--- config.mk ---
export PLATFORM = sky130hd
export DESIGN_NAME = rsdc_bank
export DESIGN_NICKNAME = d
export VERILOG_FILES = /design/src/rtl/rsdc_pkg.sv /design/src/rtl/rsdc_sel_if.sv /design/src/rtl/rsdc_delay_sel.sv /design/src/rtl/rsdc_sync_rb.sv /design/src/rtl/rsdc_bank.sv
export VERILOG_INCLUDE_DIRS = /design/src /design/src/rtl
export SDC_FILE = /design/constraint.sdc
export NUM_CORES = 1
export LEC_CHECK = 0
export ABC_AREA = 1
export BUFFER_PORTS_ARGS = -buffer_cell sky130_fd_sc_hd__buf_2
export CAP_MARGIN = 20
export CORE_ASPECT_RATIO = 0.75
export CORE_MARGIN = 5
export CORE_UTILIZATION = 37
export CTS_CLUSTER_SIZE = 30
export DETAILED_ROUTE_END_ITERATION = 8
export PLACE_DENSITY = 0.64
export SYNTH_ARGS = -nofsm -noshare
export SYNTH_HDL_FRONTEND = slang
export SYNTH_SLANG_ARGS = --single-unit
--- constraint.sdc ---
create_clock -name mclk_in -period 2.5 [get_ports mclk_in]
set_clock_uncertainty 0.05 [all_clocks]
set_input_delay 0.125 -clock mclk_in [delete_from_list [all_inputs] [get_ports mclk_in]]
set_output_delay 0.125 -clock mclk_in [all_outputs]
set_load 0.05 [all_outputs]
--- src/rtl/rsdc_map.svh ---
`ifndef RSDC_MAP_SVH
`define RSDC_MAP_SVH

// Register offsets
`define RSDC_OFS_RX_CFG        8'h10
`define RSDC_OFS_SMP_LO        8'h11
`define RSDC_OFS_SMP_HI        8'h12
`define RSDC_OFS_STB_LO        8'h13
`define RSDC_OFS_STB_HI        8'h14
`define RSDC_OFS_SYNC_GAIN     8'h15
`define RSDC_OFS_SYNC_OUT      8'h16
`define RSDC_OFS_SYNC_WIN_LO   8'h17
`define RSDC_OFS_SYNC_WIN_HI   8'h18

// Reset values
`define RSDC_RST_RX_CFG        8'h42
`define RSDC_RST_SMP_LO        8'hDD
`define RSDC_RST_SMP_HI        8'h29
`define RSDC_RST_STB_LO        8'h71
`define RSDC_RST_STB_HI        8'h0A
`define RSDC_RST_SYNC_GAIN     8'h00
`define RSDC_RST_SYNC_OUT      8'h00
`define RSDC_RST_SYNC_WIN_LO   8'h00
`define RSDC_RST_SYNC_WIN_HI   8'h00

// Controller configuration bit positions
`define RSDC_BIT_RX_EN         0
`define RSDC_BIT_RX_LOOP       1
`define RSDC_BIT_RX_FLG_RST    2
`define RSDC_BIT_SYNC_EN       4
`define RSDC_BIT_SYNC_MST      5
`define RSDC_BIT_SYNC_LOOP     6
`define RSDC_BIT_SYNC_FLG_RST  7

// Bits that read back from the configuration register
`define RSDC_RX_CFG_RD_MASK    8'h73

// Largest search start value of a 10-bit delay line
`define RSDC_DELAY_MAX         10'h14C

`endif

--- src/rtl/rsdc_pkg.sv ---
package rsdc_pkg;

    typedef logic [7:0] rsdc_byte_t;
    typedef logic [9:0] rsdc_dly_t;
    typedef logic [8:0] rsdc_win_t;
    typedef logic [6:0] rsdc_sync_dly_t;

    // Role of a delay setting: searched from by the controller, or applied as is
    typedef enum logic {
        RSDC_FIXED,
        RSDC_SEARCH
    } rsdc_mode_t;

endpackage : rsdc_pkg

--- src/rtl/rsdc_sel_if.sv ---
`timescale 1ns/1ps

interface rsdc_sel_if #(
    parameter int W = 10
);
    logic [W-1:0] written;
    logic [W-1:0] live;
    logic         ctrl_en;
    logic [W-1:0] applied;
    logic [W-1:0] readback;

    modport bank (
        output written,
        output live,
        output ctrl_en,
        input  applied,
        input  readback
    );

    modport sel (
        input  written,
        input  live,
        input  ctrl_en,
        output applied,
        output readback
    );
endinterface : rsdc_sel_if

--- src/rtl/rsdc_delay_sel.sv ---
`timescale 1ns/1ps

module rsdc_delay_sel #(
    parameter int W = 10,
    parameter logic [W-1:0] LIMIT = 10'h14C
) (
    rsdc_sel_if.sel port
);
    import rsdc_pkg::*;

    rsdc_mode_t mode;

    always_comb begin
        mode = port.ctrl_en ? RSDC_SEARCH : RSDC_FIXED;
        port.readback = port.written;
        // [RULE1] Clamped search start
        if (mode == RSDC_SEARCH && port.written > LIMIT) begin
            port.applied = LIMIT;
        end else begin
            // [RULE2] Fixed delay setting
            port.applied = port.written;
        end
    end
endmodule : rsdc_delay_sel

--- src/rtl/rsdc_sync_rb.sv ---
`timescale 1ns/1ps

module rsdc_sync_rb #(
    parameter int W = 7
) (
    rsdc_sel_if.sel port
);
    import rsdc_pkg::*;

    // [RULE13] Setting or readback
    always_comb begin
        port.applied  = port.written;
        port.readback = port.ctrl_en ? port.live : port.written;
    end
endmodule : rsdc_sync_rb

--- src/rtl/rsdc_bank.sv ---
// Decided for this implementation: the strobed register port.
`timescale 1ns/1ps
`include "rsdc_map.svh"

// Notes on behaviour
// [RULE1] With receive controller on, sample code is the search start, capped at 332.
// [RULE2] With receive controller off, sample code is the fixed sampling delay.
// [RULE3] Strobe code is search start (capped 332) when on, fixed delay when off.
// [RULE4] Strobe code: four low bits high nibble, six high bits next register.
// [RULE5] Four-bit early/late window width, reset value one.
// [RULE6] Divider phase rotates 90 degrees per count, only with sync controller off.
// [RULE7] Two-bit sync tracking gain, reset zero.
// [RULE8] Sync output phase field reads the phase applied now.
// [RULE9] Four-bit lock threshold between sample and strobe delays, reset zero.
// [RULE10] Sync output delay is a setting when off, controller readback when on.
// [RULE11] Nine-bit sync window delay split over two registers, readback when on.
// [RULE12] Receive enable bit 0 selects search or fixed delay behaviour.
// [RULE13] Sync enable bit decides setting versus readback of sync delays.
module rsdc_bank (
    input  wire logic                     mclk_in,
    input  wire logic                     rst_in,
    input  wire logic [7:0]               addr_in,
    input  wire logic [7:0]               wr_data_in,
    input  wire logic                     wr_en_in,
    input  wire logic                     rd_en_in,
    output logic      [7:0]               rd_data_out,
    input  wire logic [1:0]               sync_out_phase_in,
    input  wire rsdc_pkg::rsdc_sync_dly_t sync_out_delay_live_in,
    input  wire rsdc_pkg::rsdc_win_t      sync_window_live_in,
    output logic                          rx_ctrl_enable_out,
    output logic                          rx_loop_on_out,
    output logic                          rx_flag_reset_out,
    output logic                          sync_ctrl_enable_out,
    output logic                          sync_master_out,
    output logic                          sync_loop_on_out,
    output logic                          sync_flag_reset_out,
    output rsdc_pkg::rsdc_dly_t           sample_delay_code_out,
    output rsdc_pkg::rsdc_dly_t           strobe_delay_code_out,
    output logic      [3:0]               pre_post_window_width_out,
    output logic      [1:0]               quarter_divider_phase_out,
    output logic      [1:0]               sync_track_gain_out,
    output logic      [3:0]               lock_delay_threshold_out,
    output rsdc_pkg::rsdc_sync_dly_t      sync_out_delay_code_out,
    output rsdc_pkg::rsdc_win_t           sync_sample_window_delay_out
);
    import rsdc_pkg::*;

    ////////////////////////////////////////////////////////////////////////////////
    // Register storage

    rsdc_byte_t rx_cfg_r,  rx_cfg_nxt;
    rsdc_byte_t smp_lo_r,  smp_lo_nxt;
    rsdc_byte_t smp_hi_r,  smp_hi_nxt;
    rsdc_byte_t stb_lo_r,  stb_lo_nxt;
    rsdc_byte_t stb_hi_r,  stb_hi_nxt;
    rsdc_byte_t gain_r,    gain_nxt;
    rsdc_byte_t sout_r,    sout_nxt;
    rsdc_byte_t win_lo_r,  win_lo_nxt;
    rsdc_byte_t win_hi_r,  win_hi_nxt;
    rsdc_byte_t rd_data_r, rd_data_nxt;

    logic rx_en;
    logic sync_en;

    always_comb begin
        rx_cfg_nxt = rx_cfg_r;
        smp_lo_nxt = smp_lo_r;
        smp_hi_nxt = smp_hi_r;
        stb_lo_nxt = stb_lo_r;
        stb_hi_nxt = stb_hi_r;
        gain_nxt   = gain_r;
        sout_nxt   = sout_r;
        win_lo_nxt = win_lo_r;
        win_hi_nxt = win_hi_r;
        if (wr_en_in) begin
            unique case (addr_in)
                `RSDC_OFS_RX_CFG:      rx_cfg_nxt = wr_data_in;
                `RSDC_OFS_SMP_LO:      smp_lo_nxt = wr_data_in;
                `RSDC_OFS_SMP_HI:      smp_hi_nxt = wr_data_in;
                `RSDC_OFS_STB_LO:      stb_lo_nxt = wr_data_in;
                `RSDC_OFS_STB_HI:      stb_hi_nxt = wr_data_in;
                `RSDC_OFS_SYNC_GAIN:   gain_nxt   = wr_data_in;
                // Bit 7 has no storage
                `RSDC_OFS_SYNC_OUT:    sout_nxt   = {1'b0, wr_data_in[6:0]};
                `RSDC_OFS_SYNC_WIN_LO: win_lo_nxt = wr_data_in;
                `RSDC_OFS_SYNC_WIN_HI: win_hi_nxt = wr_data_in;
                default: begin
                end
            endcase
        end
    end

    always_ff @(posedge mclk_in) begin
        if (rst_in) begin
            rx_cfg_r <= `RSDC_RST_RX_CFG;
            smp_lo_r <= `RSDC_RST_SMP_LO;
            smp_hi_r <= `RSDC_RST_SMP_HI;
            stb_lo_r <= `RSDC_RST_STB_LO;
            stb_hi_r <= `RSDC_RST_STB_HI;
            gain_r   <= `RSDC_RST_SYNC_GAIN;
            sout_r   <= `RSDC_RST_SYNC_OUT;
            win_lo_r <= `RSDC_RST_SYNC_WIN_LO;
            win_hi_r <= `RSDC_RST_SYNC_WIN_HI;
        end else begin
            rx_cfg_r <= rx_cfg_nxt;
            smp_lo_r <= smp_lo_nxt;
            smp_hi_r <= smp_hi_nxt;
            stb_lo_r <= stb_lo_nxt;
            stb_hi_r <= stb_hi_nxt;
            gain_r   <= gain_nxt;
            sout_r   <= sout_nxt;
            win_lo_r <= win_lo_nxt;
            win_hi_r <= win_hi_nxt;
        end
    end

    // [RULE12] Receive enable select
    assign rx_en   = rx_cfg_r[`RSDC_BIT_RX_EN];
    // [RULE13] Sync enable select
    assign sync_en = rx_cfg_r[`RSDC_BIT_SYNC_EN];

    ////////////////////////////////////////////////////////////////////////////////
    // Delay selection

    rsdc_sel_if #(.W(10)) smp_if ();
    rsdc_sel_if #(.W(10)) stb_if ();
    rsdc_sel_if #(.W(7))  sout_if ();
    rsdc_sel_if #(.W(9))  win_if ();

    // [RULE1] Sample code assembly
    assign smp_if.written = {smp_hi_r, smp_lo_r[7:6]};
    assign smp_if.live    = '0;
    assign smp_if.ctrl_en = rx_en;

    // [RULE4] Strobe code assembly
    assign stb_if.written = {stb_hi_r[5:0], stb_lo_r[7:4]};
    assign stb_if.live    = '0;
    assign stb_if.ctrl_en = rx_en;

    // [RULE10] Sync output delay source
    assign sout_if.written = sout_r[6:0];
    assign sout_if.live    = sync_out_delay_live_in;
    assign sout_if.ctrl_en = sync_en;

    // [RULE11] Window delay assembly
    assign win_if.written = {win_hi_r, win_lo_r[7]};
    assign win_if.live    = sync_window_live_in;
    assign win_if.ctrl_en = sync_en;

    rsdc_delay_sel #(.W(10), .LIMIT(`RSDC_DELAY_MAX)) u_smp_sel (
        .port (smp_if.sel)
    );

    // [RULE3] Strobe start or fixed
    rsdc_delay_sel #(.W(10), .LIMIT(`RSDC_DELAY_MAX)) u_stb_sel (
        .port (stb_if.sel)
    );

    rsdc_sync_rb #(.W(7)) u_sout_rb (
        .port (sout_if.sel)
    );

    rsdc_sync_rb #(.W(9)) u_win_rb (
        .port (win_if.sel)
    );

    ////////////////////////////////////////////////////////////////////////////////
    // Read path: data valid only in the cycle after the strobe

    always_comb begin
        rd_data_nxt = 8'h00;
        if (rd_en_in) begin
            unique case (addr_in)
                // Flag reset bits are write only
                `RSDC_OFS_RX_CFG:      rd_data_nxt = rx_cfg_r & `RSDC_RX_CFG_RD_MASK;
                `RSDC_OFS_SMP_LO:      rd_data_nxt = smp_lo_r;
                `RSDC_OFS_SMP_HI:      rd_data_nxt = smp_hi_r;
                `RSDC_OFS_STB_LO:      rd_data_nxt = stb_lo_r;
                `RSDC_OFS_STB_HI:      rd_data_nxt = stb_hi_r;
                // [RULE8] Live phase readback
                `RSDC_OFS_SYNC_GAIN:   rd_data_nxt = {gain_r[7:6], sync_out_phase_in, gain_r[3:0]};
                // [RULE10] Delay readback
                `RSDC_OFS_SYNC_OUT:    rd_data_nxt = {1'b0, sout_if.readback};
                // [RULE11] Window readback
                `RSDC_OFS_SYNC_WIN_LO: rd_data_nxt = {win_if.readback[0], win_lo_r[6:0]};
                `RSDC_OFS_SYNC_WIN_HI: rd_data_nxt = win_if.readback[8:1];
                default:               rd_data_nxt = 8'h00;
            endcase
        end
    end

    always_ff @(posedge mclk_in) begin
        if (rst_in) begin
            rd_data_r <= 8'h00;
        end else begin
            rd_data_r <= rd_data_nxt;
        end
    end

    assign rd_data_out = rd_data_r;

    ////////////////////////////////////////////////////////////////////////////////
    // Registered controls toward the controllers and delay lines

    // One flop per control, next value beside it
    logic           rx_ctrl_enable_r,    rx_ctrl_enable_nxt;
    logic           rx_loop_on_r,        rx_loop_on_nxt;
    logic           rx_flag_reset_r,     rx_flag_reset_nxt;
    logic           sync_ctrl_enable_r,  sync_ctrl_enable_nxt;
    logic           sync_master_r,       sync_master_nxt;
    logic           sync_loop_on_r,      sync_loop_on_nxt;
    logic           sync_flag_reset_r,   sync_flag_reset_nxt;
    rsdc_dly_t      sample_delay_r,      sample_delay_nxt;
    rsdc_dly_t      strobe_delay_r,      strobe_delay_nxt;
    logic [3:0]     window_width_r,      window_width_nxt;
    logic [1:0]     divider_phase_r,     divider_phase_nxt;
    logic [1:0]     track_gain_r,        track_gain_nxt;
    logic [3:0]     lock_threshold_r,    lock_threshold_nxt;
    rsdc_sync_dly_t sync_out_delay_r,    sync_out_delay_nxt;
    rsdc_win_t      sync_window_delay_r, sync_window_delay_nxt;

    always_comb begin
        // Enables and loop bits as written
        rx_ctrl_enable_nxt    = rx_en;
        rx_loop_on_nxt        = rx_cfg_r[`RSDC_BIT_RX_LOOP];
        // Level follows software: write 1 then 0 to clear flags
        rx_flag_reset_nxt     = rx_cfg_r[`RSDC_BIT_RX_FLG_RST];
        sync_ctrl_enable_nxt  = sync_en;
        sync_master_nxt       = rx_cfg_r[`RSDC_BIT_SYNC_MST];
        sync_loop_on_nxt      = rx_cfg_r[`RSDC_BIT_SYNC_LOOP];
        sync_flag_reset_nxt   = rx_cfg_r[`RSDC_BIT_SYNC_FLG_RST];
        // [RULE2] Applied sample delay
        sample_delay_nxt      = smp_if.applied;
        // [RULE3] Applied strobe delay
        strobe_delay_nxt      = stb_if.applied;
        // [RULE5] Window width
        window_width_nxt      = stb_lo_r[3:0];
        // [RULE6] Rotation only without sync; held at zero otherwise
        divider_phase_nxt     = sync_en ? 2'h0 : stb_hi_r[7:6];
        // [RULE7] Tracking gain
        track_gain_nxt        = gain_r[7:6];
        // [RULE9] Lock threshold
        lock_threshold_nxt    = gain_r[3:0];
        // [RULE10] Written delay to sync output
        sync_out_delay_nxt    = sout_if.applied;
        // [RULE11] Written window delay
        sync_window_delay_nxt = win_if.applied;
    end

    // Registered so the delay lines see one clean step per write
    always_ff @(posedge mclk_in) begin
        if (rst_in) begin
            // Reset mirrors the register defaults
            rx_ctrl_enable_r    <= 1'b0;
            rx_loop_on_r        <= 1'b1;
            rx_flag_reset_r     <= 1'b0;
            sync_ctrl_enable_r  <= 1'b0;
            sync_master_r       <= 1'b0;
            sync_loop_on_r      <= 1'b1;
            sync_flag_reset_r   <= 1'b0;
            sample_delay_r      <= 10'h0A7;
            strobe_delay_r      <= 10'h0A7;
            window_width_r      <= 4'h1;
            divider_phase_r     <= 2'h0;
            track_gain_r        <= 2'h0;
            lock_threshold_r    <= 4'h0;
            sync_out_delay_r    <= 7'h00;
            sync_window_delay_r <= 9'h000;
        end else begin
            rx_ctrl_enable_r    <= rx_ctrl_enable_nxt;
            rx_loop_on_r        <= rx_loop_on_nxt;
            rx_flag_reset_r     <= rx_flag_reset_nxt;
            sync_ctrl_enable_r  <= sync_ctrl_enable_nxt;
            sync_master_r       <= sync_master_nxt;
            sync_loop_on_r      <= sync_loop_on_nxt;
            sync_flag_reset_r   <= sync_flag_reset_nxt;
            sample_delay_r      <= sample_delay_nxt;
            strobe_delay_r      <= strobe_delay_nxt;
            window_width_r      <= window_width_nxt;
            divider_phase_r     <= divider_phase_nxt;
            track_gain_r        <= track_gain_nxt;
            lock_threshold_r    <= lock_threshold_nxt;
            sync_out_delay_r    <= sync_out_delay_nxt;
            sync_window_delay_r <= sync_window_delay_nxt;
        end
    end

    ////////////////////////////////////////////////////////////////////////////////
    // Output ports straight from the flops above

    assign rx_ctrl_enable_out           = rx_ctrl_enable_r;
    assign rx_loop_on_out               = rx_loop_on_r;
    assign rx_flag_reset_out            = rx_flag_reset_r;
    assign sync_ctrl_enable_out         = sync_ctrl_enable_r;
    assign sync_master_out              = sync_master_r;
    assign sync_loop_on_out             = sync_loop_on_r;
    assign sync_flag_reset_out          = sync_flag_reset_r;
    assign sample_delay_code_out        = sample_delay_r;
    assign strobe_delay_code_out        = strobe_delay_r;
    assign pre_post_window_width_out    = window_width_r;
    assign quarter_divider_phase_out    = divider_phase_r;
    assign sync_track_gain_out          = track_gain_r;
    assign lock_delay_threshold_out     = lock_threshold_r;
    assign sync_out_delay_code_out      = sync_out_delay_r;
    assign sync_sample_window_delay_out = sync_window_delay_r;

endmodule : rsdc_bank

**Word-level counts from Yosys, hierarchy flattened**

Index checks and enable logic that the tools add are counted.

- $lt $le $gt $ge: 2
- Equality and inequality tests: 9
- Muxes and demuxes: 6
- Bitwise operators: 1
- Reductions and logical operators: 15

Operators by type and width:

| cell | number |
|---|---|
| $eq A8 B5 Y1 const B | 9 |
| $pmux W8 S9 | 1 |
| $mux W9 | 3 |
| $gt A10 B9 Y1 const B | 2 |
| $reduce_and A2 Y1 | 9 |
| $reduce_or A2 Y1 | 4 |
| $mux W7 | 1 |
| $logic_and A1 B1 Y1 | 2 |
| $mux W1 | 1 |
| $not A1 Y1 | 1 |

- Register bits after elaboration: 134
- Input port bits: 38
- Output and inout port bits: 63
- Word-level logic and storage cells: 60

**Depth between registers and ports, before layout**

- Depth after elaboration: 3
- Gate-level depth with buffers: 9
- Mapped depth without buffers: 9

**Hierarchy**

From an unflattened synthesis, not the netlist that was laid out.

- Cells, all modules: 793
- Area total of the unflattened synthesis: 5753.0 um^2

Modules (own cells, without submodules):

| module | instances | cells each | area each (um^2) |
|---|---|---|---|
| rsdc_bank | 1 | 623 | 4914.7 |
| rsdc_delay_sel | 2 | 51 | 254.0 |
| rsdc_sync_rb at u_win_rb | 1 | 38 | 183.9 |
| rsdc_sync_rb at u_sout_rb | 1 | 30 | 146.4 |

**Worst setup path after synthesis**

OpenSTA, ideal clock, no wires.

- Path type: register -> register
- Start: reg rx_cfg_r[4]
- End: reg rd_data_r[3] (netlist: rd_data_out[3])
- Arrival: 1.100 ns
- Path slack: 1.225 ns
- Cell stages (with the launch flop): 8
- Clock period less this slack: 1.275 ns
- Path through: dfxtp_1 > buf_2 > clkbuf_1 > o21ai_0 > nand3_1 > o21ai_0 > nor2_1 > a21oi_1

- Longest elaborated chain between the ends: 2

RTL lines:

| what | line | RTL |
|---|---|---|
| start: declaration | rsdc_bank.sv:51 | `rsdc_byte_t rx_cfg_r, rx_cfg_nxt;` |
| start signal: assignment | rsdc_bank.sv:95 | `` rx_cfg_r <= `RSDC_RST_RX_CFG; `` |
| start signal: assignment | rsdc_bank.sv:105 | `rx_cfg_r <= rx_cfg_nxt;` |
| $mux W9 or $mux W7 (tied branches) | rsdc_sync_rb.sv:13 | `port.readback = port.ctrl_en ? port.live : port.written;` |
| $pmux W8 S9 * | rsdc_bank.sv:173 | `unique case (addr_in)` |
| end signal: assignment | rsdc_bank.sv:196 | `rd_data_r <= rd_data_nxt;` |
| end: declaration | rsdc_bank.sv:60 | `rsdc_byte_t rd_data_r, rd_data_nxt;` |

Every way passes the cells marked *; elsewhere a longest branch is shown, timed or not.
A chain may end at the register's enable or synchronous reset.

**Final worst setup path**

- Start: in addr_in[6]
- End: reg rd_data_r[3] (netlist: rd_data_out[3])

- Longest elaborated chain between the ends: 2

RTL lines:

| what | line | RTL |
|---|---|---|
| start: declaration | rsdc_bank.sv:22 | `input wire logic [7:0] addr_in,` |
| $eq A8 B5 Y1 | rsdc_bank.sv:173 |  |
| $pmux W8 S9 * | rsdc_bank.sv:173 |  |

Marks and branches as above.

==> flow_metrics.env <==
export IMPL_synth_avg_cell_area_um2=7.961
export IMPL_setup_violations=0
export IMPL_htreeDepth=4
export IMPL_clk_latency_ps=410
export IMPL_place_area_um2=5617
export IMPL_ant_nets=0
export IMPL_synth_warning_count=0
export IMPL_worstSetupStartpointType="input pin"
export IMPL_grt_pass1_vias=4370
export IMPL_p_leak_nw=2.706
export IMPL_criticalPathCategory="in2reg"
export IMPL_worstHoldPathType="in2reg"
export IMPL_synth_main_ff_cell="dfxtp_1"
export IMPL_cts_tree="done"
export IMPL_core_um2=13150
export IMPL_min_period_ps=1585
export IMPL_drt_iter0_markers=404
export IMPL_tightest_slew_ps=513.4
export IMPL_postCtsHoldBufs=0
export IMPL_synth_net_count=669
export IMPL_ios=101
export IMPL_cap_violations=0
export IMPL_numCtsBuffers=17
export IMPL_yosysMostFrequentCell="dfxtp_1"
export IMPL_fillers=1325
export IMPL_top_usage_layer="met2"
export IMPL_cts_sinks=131
export IMPL_p_per_area_nw_per_um2=800.7
export IMPL_grt_pass1_wl_mm=23.72
export IMPL_grt_usage_pct=19.21
export IMPL_yosysTopAreaCell="dfxtp_1"
export IMPL_synth_async_reset_ratio_pct=0
export IMPL_clkSlewWorstSetupHoldPaths_ps=60
export IMPL_hold_viol_final=0
export IMPL_routedWlPerCell_um=16.73
export IMPL_outcome="complete, no violations"
export IMPL_place_hpwl_mm=10.86
export IMPL_synth_edf_count=0
export IMPL_vias=4556
export IMPL_die_area_um2=16030
export IMPL_grt_setup_unrepaired="false"
export IMPL_portBuffers=100
export IMPL_synthesis_area_um2=5024
export IMPL_diodes=0
export IMPL_synthTopCellsByArea="dfxtp_1, o21ai_0, a21oi_1"
export IMPL_synth_seq_cells=131
export IMPL_min_period_over_period_pct=63.40
export IMPL_clk_path_buf_depth=2
export IMPL_die_y_um=110.9
export IMPL_max_freq_mhz=630.9
export IMPL_netlist_instances=631
export IMPL_cts_post_setup_buffers_inserted=0
export IMPL_synthTopCellsByCount="dfxtp_1, o21ai_0, a21oi_1"
export IMPL_initial_core_util_pct=38.19
export IMPL_syn2layout_area_growth_pct=24.91
export IMPL_cts_root_buf="clkbuf_16"
export IMPL_crit_required_ps=2770
export IMPL_dr_pass1_iters=5
export IMPL_fin_area_um2=6275
export IMPL_path_max_fanout=37
export IMPL_grtUsageMet3_pct=5.520
export IMPL_slew_violations=0
export IMPL_routed_wl_mm=15.17
export IMPL_drc=0
export IMPL_antenna_found_initial=0
export IMPL_synth_top_area_share_pct=52.20
export IMPL_place_congestion=0.9029
export IMPL_grt_max_degree=48
export IMPL_cp_end_kind="flip-flop"
export IMPL_ctsResizeCount=0
export IMPL_ys_seq_area_share_pct=52.20
export IMPL_die_w_um=144.5
export IMPL_rows=36
export IMPL_gr_total_overflow=0
export IMPL_nets=762
export IMPL_use_met2_pct=28.11
export IMPL_tns_ps=0
export IMPL_ir_worst_vdd_uv=513.4
export IMPL_via_per_inst=5.023
export IMPL_gr_usage_met1_pct=27.29
export IMPL_maxSlewHeadroom_pct=65.68
export IMPL_worstPathArrival_ps=1860
export IMPL_layout_drive_gt1_share_pct=22.01
export IMPL_yosysUniqueCellTypes=25
metrics by stage:
| stage | setup WS (ps) | cells | util, % | power, mW | hold slack (ps) |
|---|---|---|---|---|---|
| 2_1_floorplan | 1225 | 631 | - | 2.236 | 201.4 |
| 3_3_place_gp | 537.1 | 876 | 42.70 | 2.315 | 383.2 |
| 4_1_cts | 949.4 | 907 | 47.71 | 5.054 | 51.82 |
| 5_1_grt | 759.4 | 907 | 47.71 | 5.182 | 88.07 |
| 3_5_place_dp | 542.2 | 876 | 42.70 | 2.319 | 379.0 |
| 6_report | 915.0 | 907 | 47.71 | 5.024 | 77.95 |
report_power, final:
| group | switching, mW | total [mW] | internal [mW] |
|---|---|---|---|
| clock | 0.928 | 2.75 | 1.82 |
| combinational | 0.134 | 0.181 | 0.0467 |
| sequential | 0.00202 | 2.09 | 2.09 |
registers in the layout, indices dropped and copies added, names as in the netlist, 8 cells and up:
name and count:
sample_delay_code_out 10, strobe_delay_code_out 10, sync_sample_window_delay_out 9, rd_data_out 8, smp_hi_r 8, smp_lo_r 8
stb_hi_r 8, stb_lo_r 8, win_hi_r 8, win_lo_r 8
logic make-up after synthesis:
logic type	after synthesis	synth area share, %
AND/OR/NAND/NOR	219	21.00
AO/OA/AOI/OAI	174	17.88
flip-flops	131	52.20
buffers and inverters	107	8.916
routing by layer:
metal | part of all wire [%] | vias up | wire length, µm
met1 | 47 | 2110 | 7103
met5 | 0 | - | 0
met2 | 44 | 161 | 6627
met4 | 1.7 | 0 | 265
met3 | 7.7 | 22 | 1174
li1 | - | 2263 | -
critical path: stages:
cell and delay, ps:
buf_2 100, inv_1 40, nand2_1 110, nor2_8 410
buf_4 360, nand2_1 120, o21ai_0 260, nor2_1 120
a21oi_1 210
layout by cell type (no fill, tap or decap):
cell type | synthesis | routed
nand3_2 | 3 | 3
clkbuf_16 | 0 | 17
clkbuf_8 | 0 | 2
o21ai_0 | 84 | 84
clkinv_1 | 1 | 1
clkinv_2 | 0 | 1
or2_2 | 4 | 4
clkinv_4 | 0 | 4
o211ai_1 | 11 | 11
nand2_1 | 63 | 63
nand3_1 | 65 | 65
nor2_4 | 8 | 8
nor2_8 | 1 | 1
nand3_4 | 1 | 1
inv_1 | 73 | 73
inv_2 | 1 | 1
nor2_2 | 2 | 2
nand2_2 | 4 | 4
nor3_1 | 5 | 5
buf_2 | 10 | 100
nor2_1 | 61 | 61
clkinvlp_4 | 0 | 2
nand3b_1 | 1 | 1
dfxtp_1 | 131 | 131
o21ai_1 | 3 | 3
bufinv_16 | 0 | 5
nand2_4 | 1 | 1
buf_4 | 5 | 6
a21oi_1 | 76 | 76
final timing paths:
check	cells past startpoint	to	slack, ps	startpoint
max	9	rd_data_out[3]	910	addr_in[6]
min	3	smp_hi_r[5]	80	wr_data_in[5]
min reg2reg	2	sync_flag_reset_out	390	rx_cfg_r[7]
max reg2reg	6	rd_data_out[2]	930	rx_cfg_r[4]
final cells by class:
class                           count  area [µm²]  share of cell area (%)
Tap cell                          171       214.0                   3.410
Multi-Input combinational cell    393        1953                   31.13
Sequential cell                   131        2623                   41.79
Timing Repair Buffer              106       545.5                   8.694
Clock inverter                     12       205.2                   3.270
Inverter                           75       281.5                   4.487
Clock buffer                       19       452.9                   7.218
Note: power is estimated with default switching activity, not from simulation.
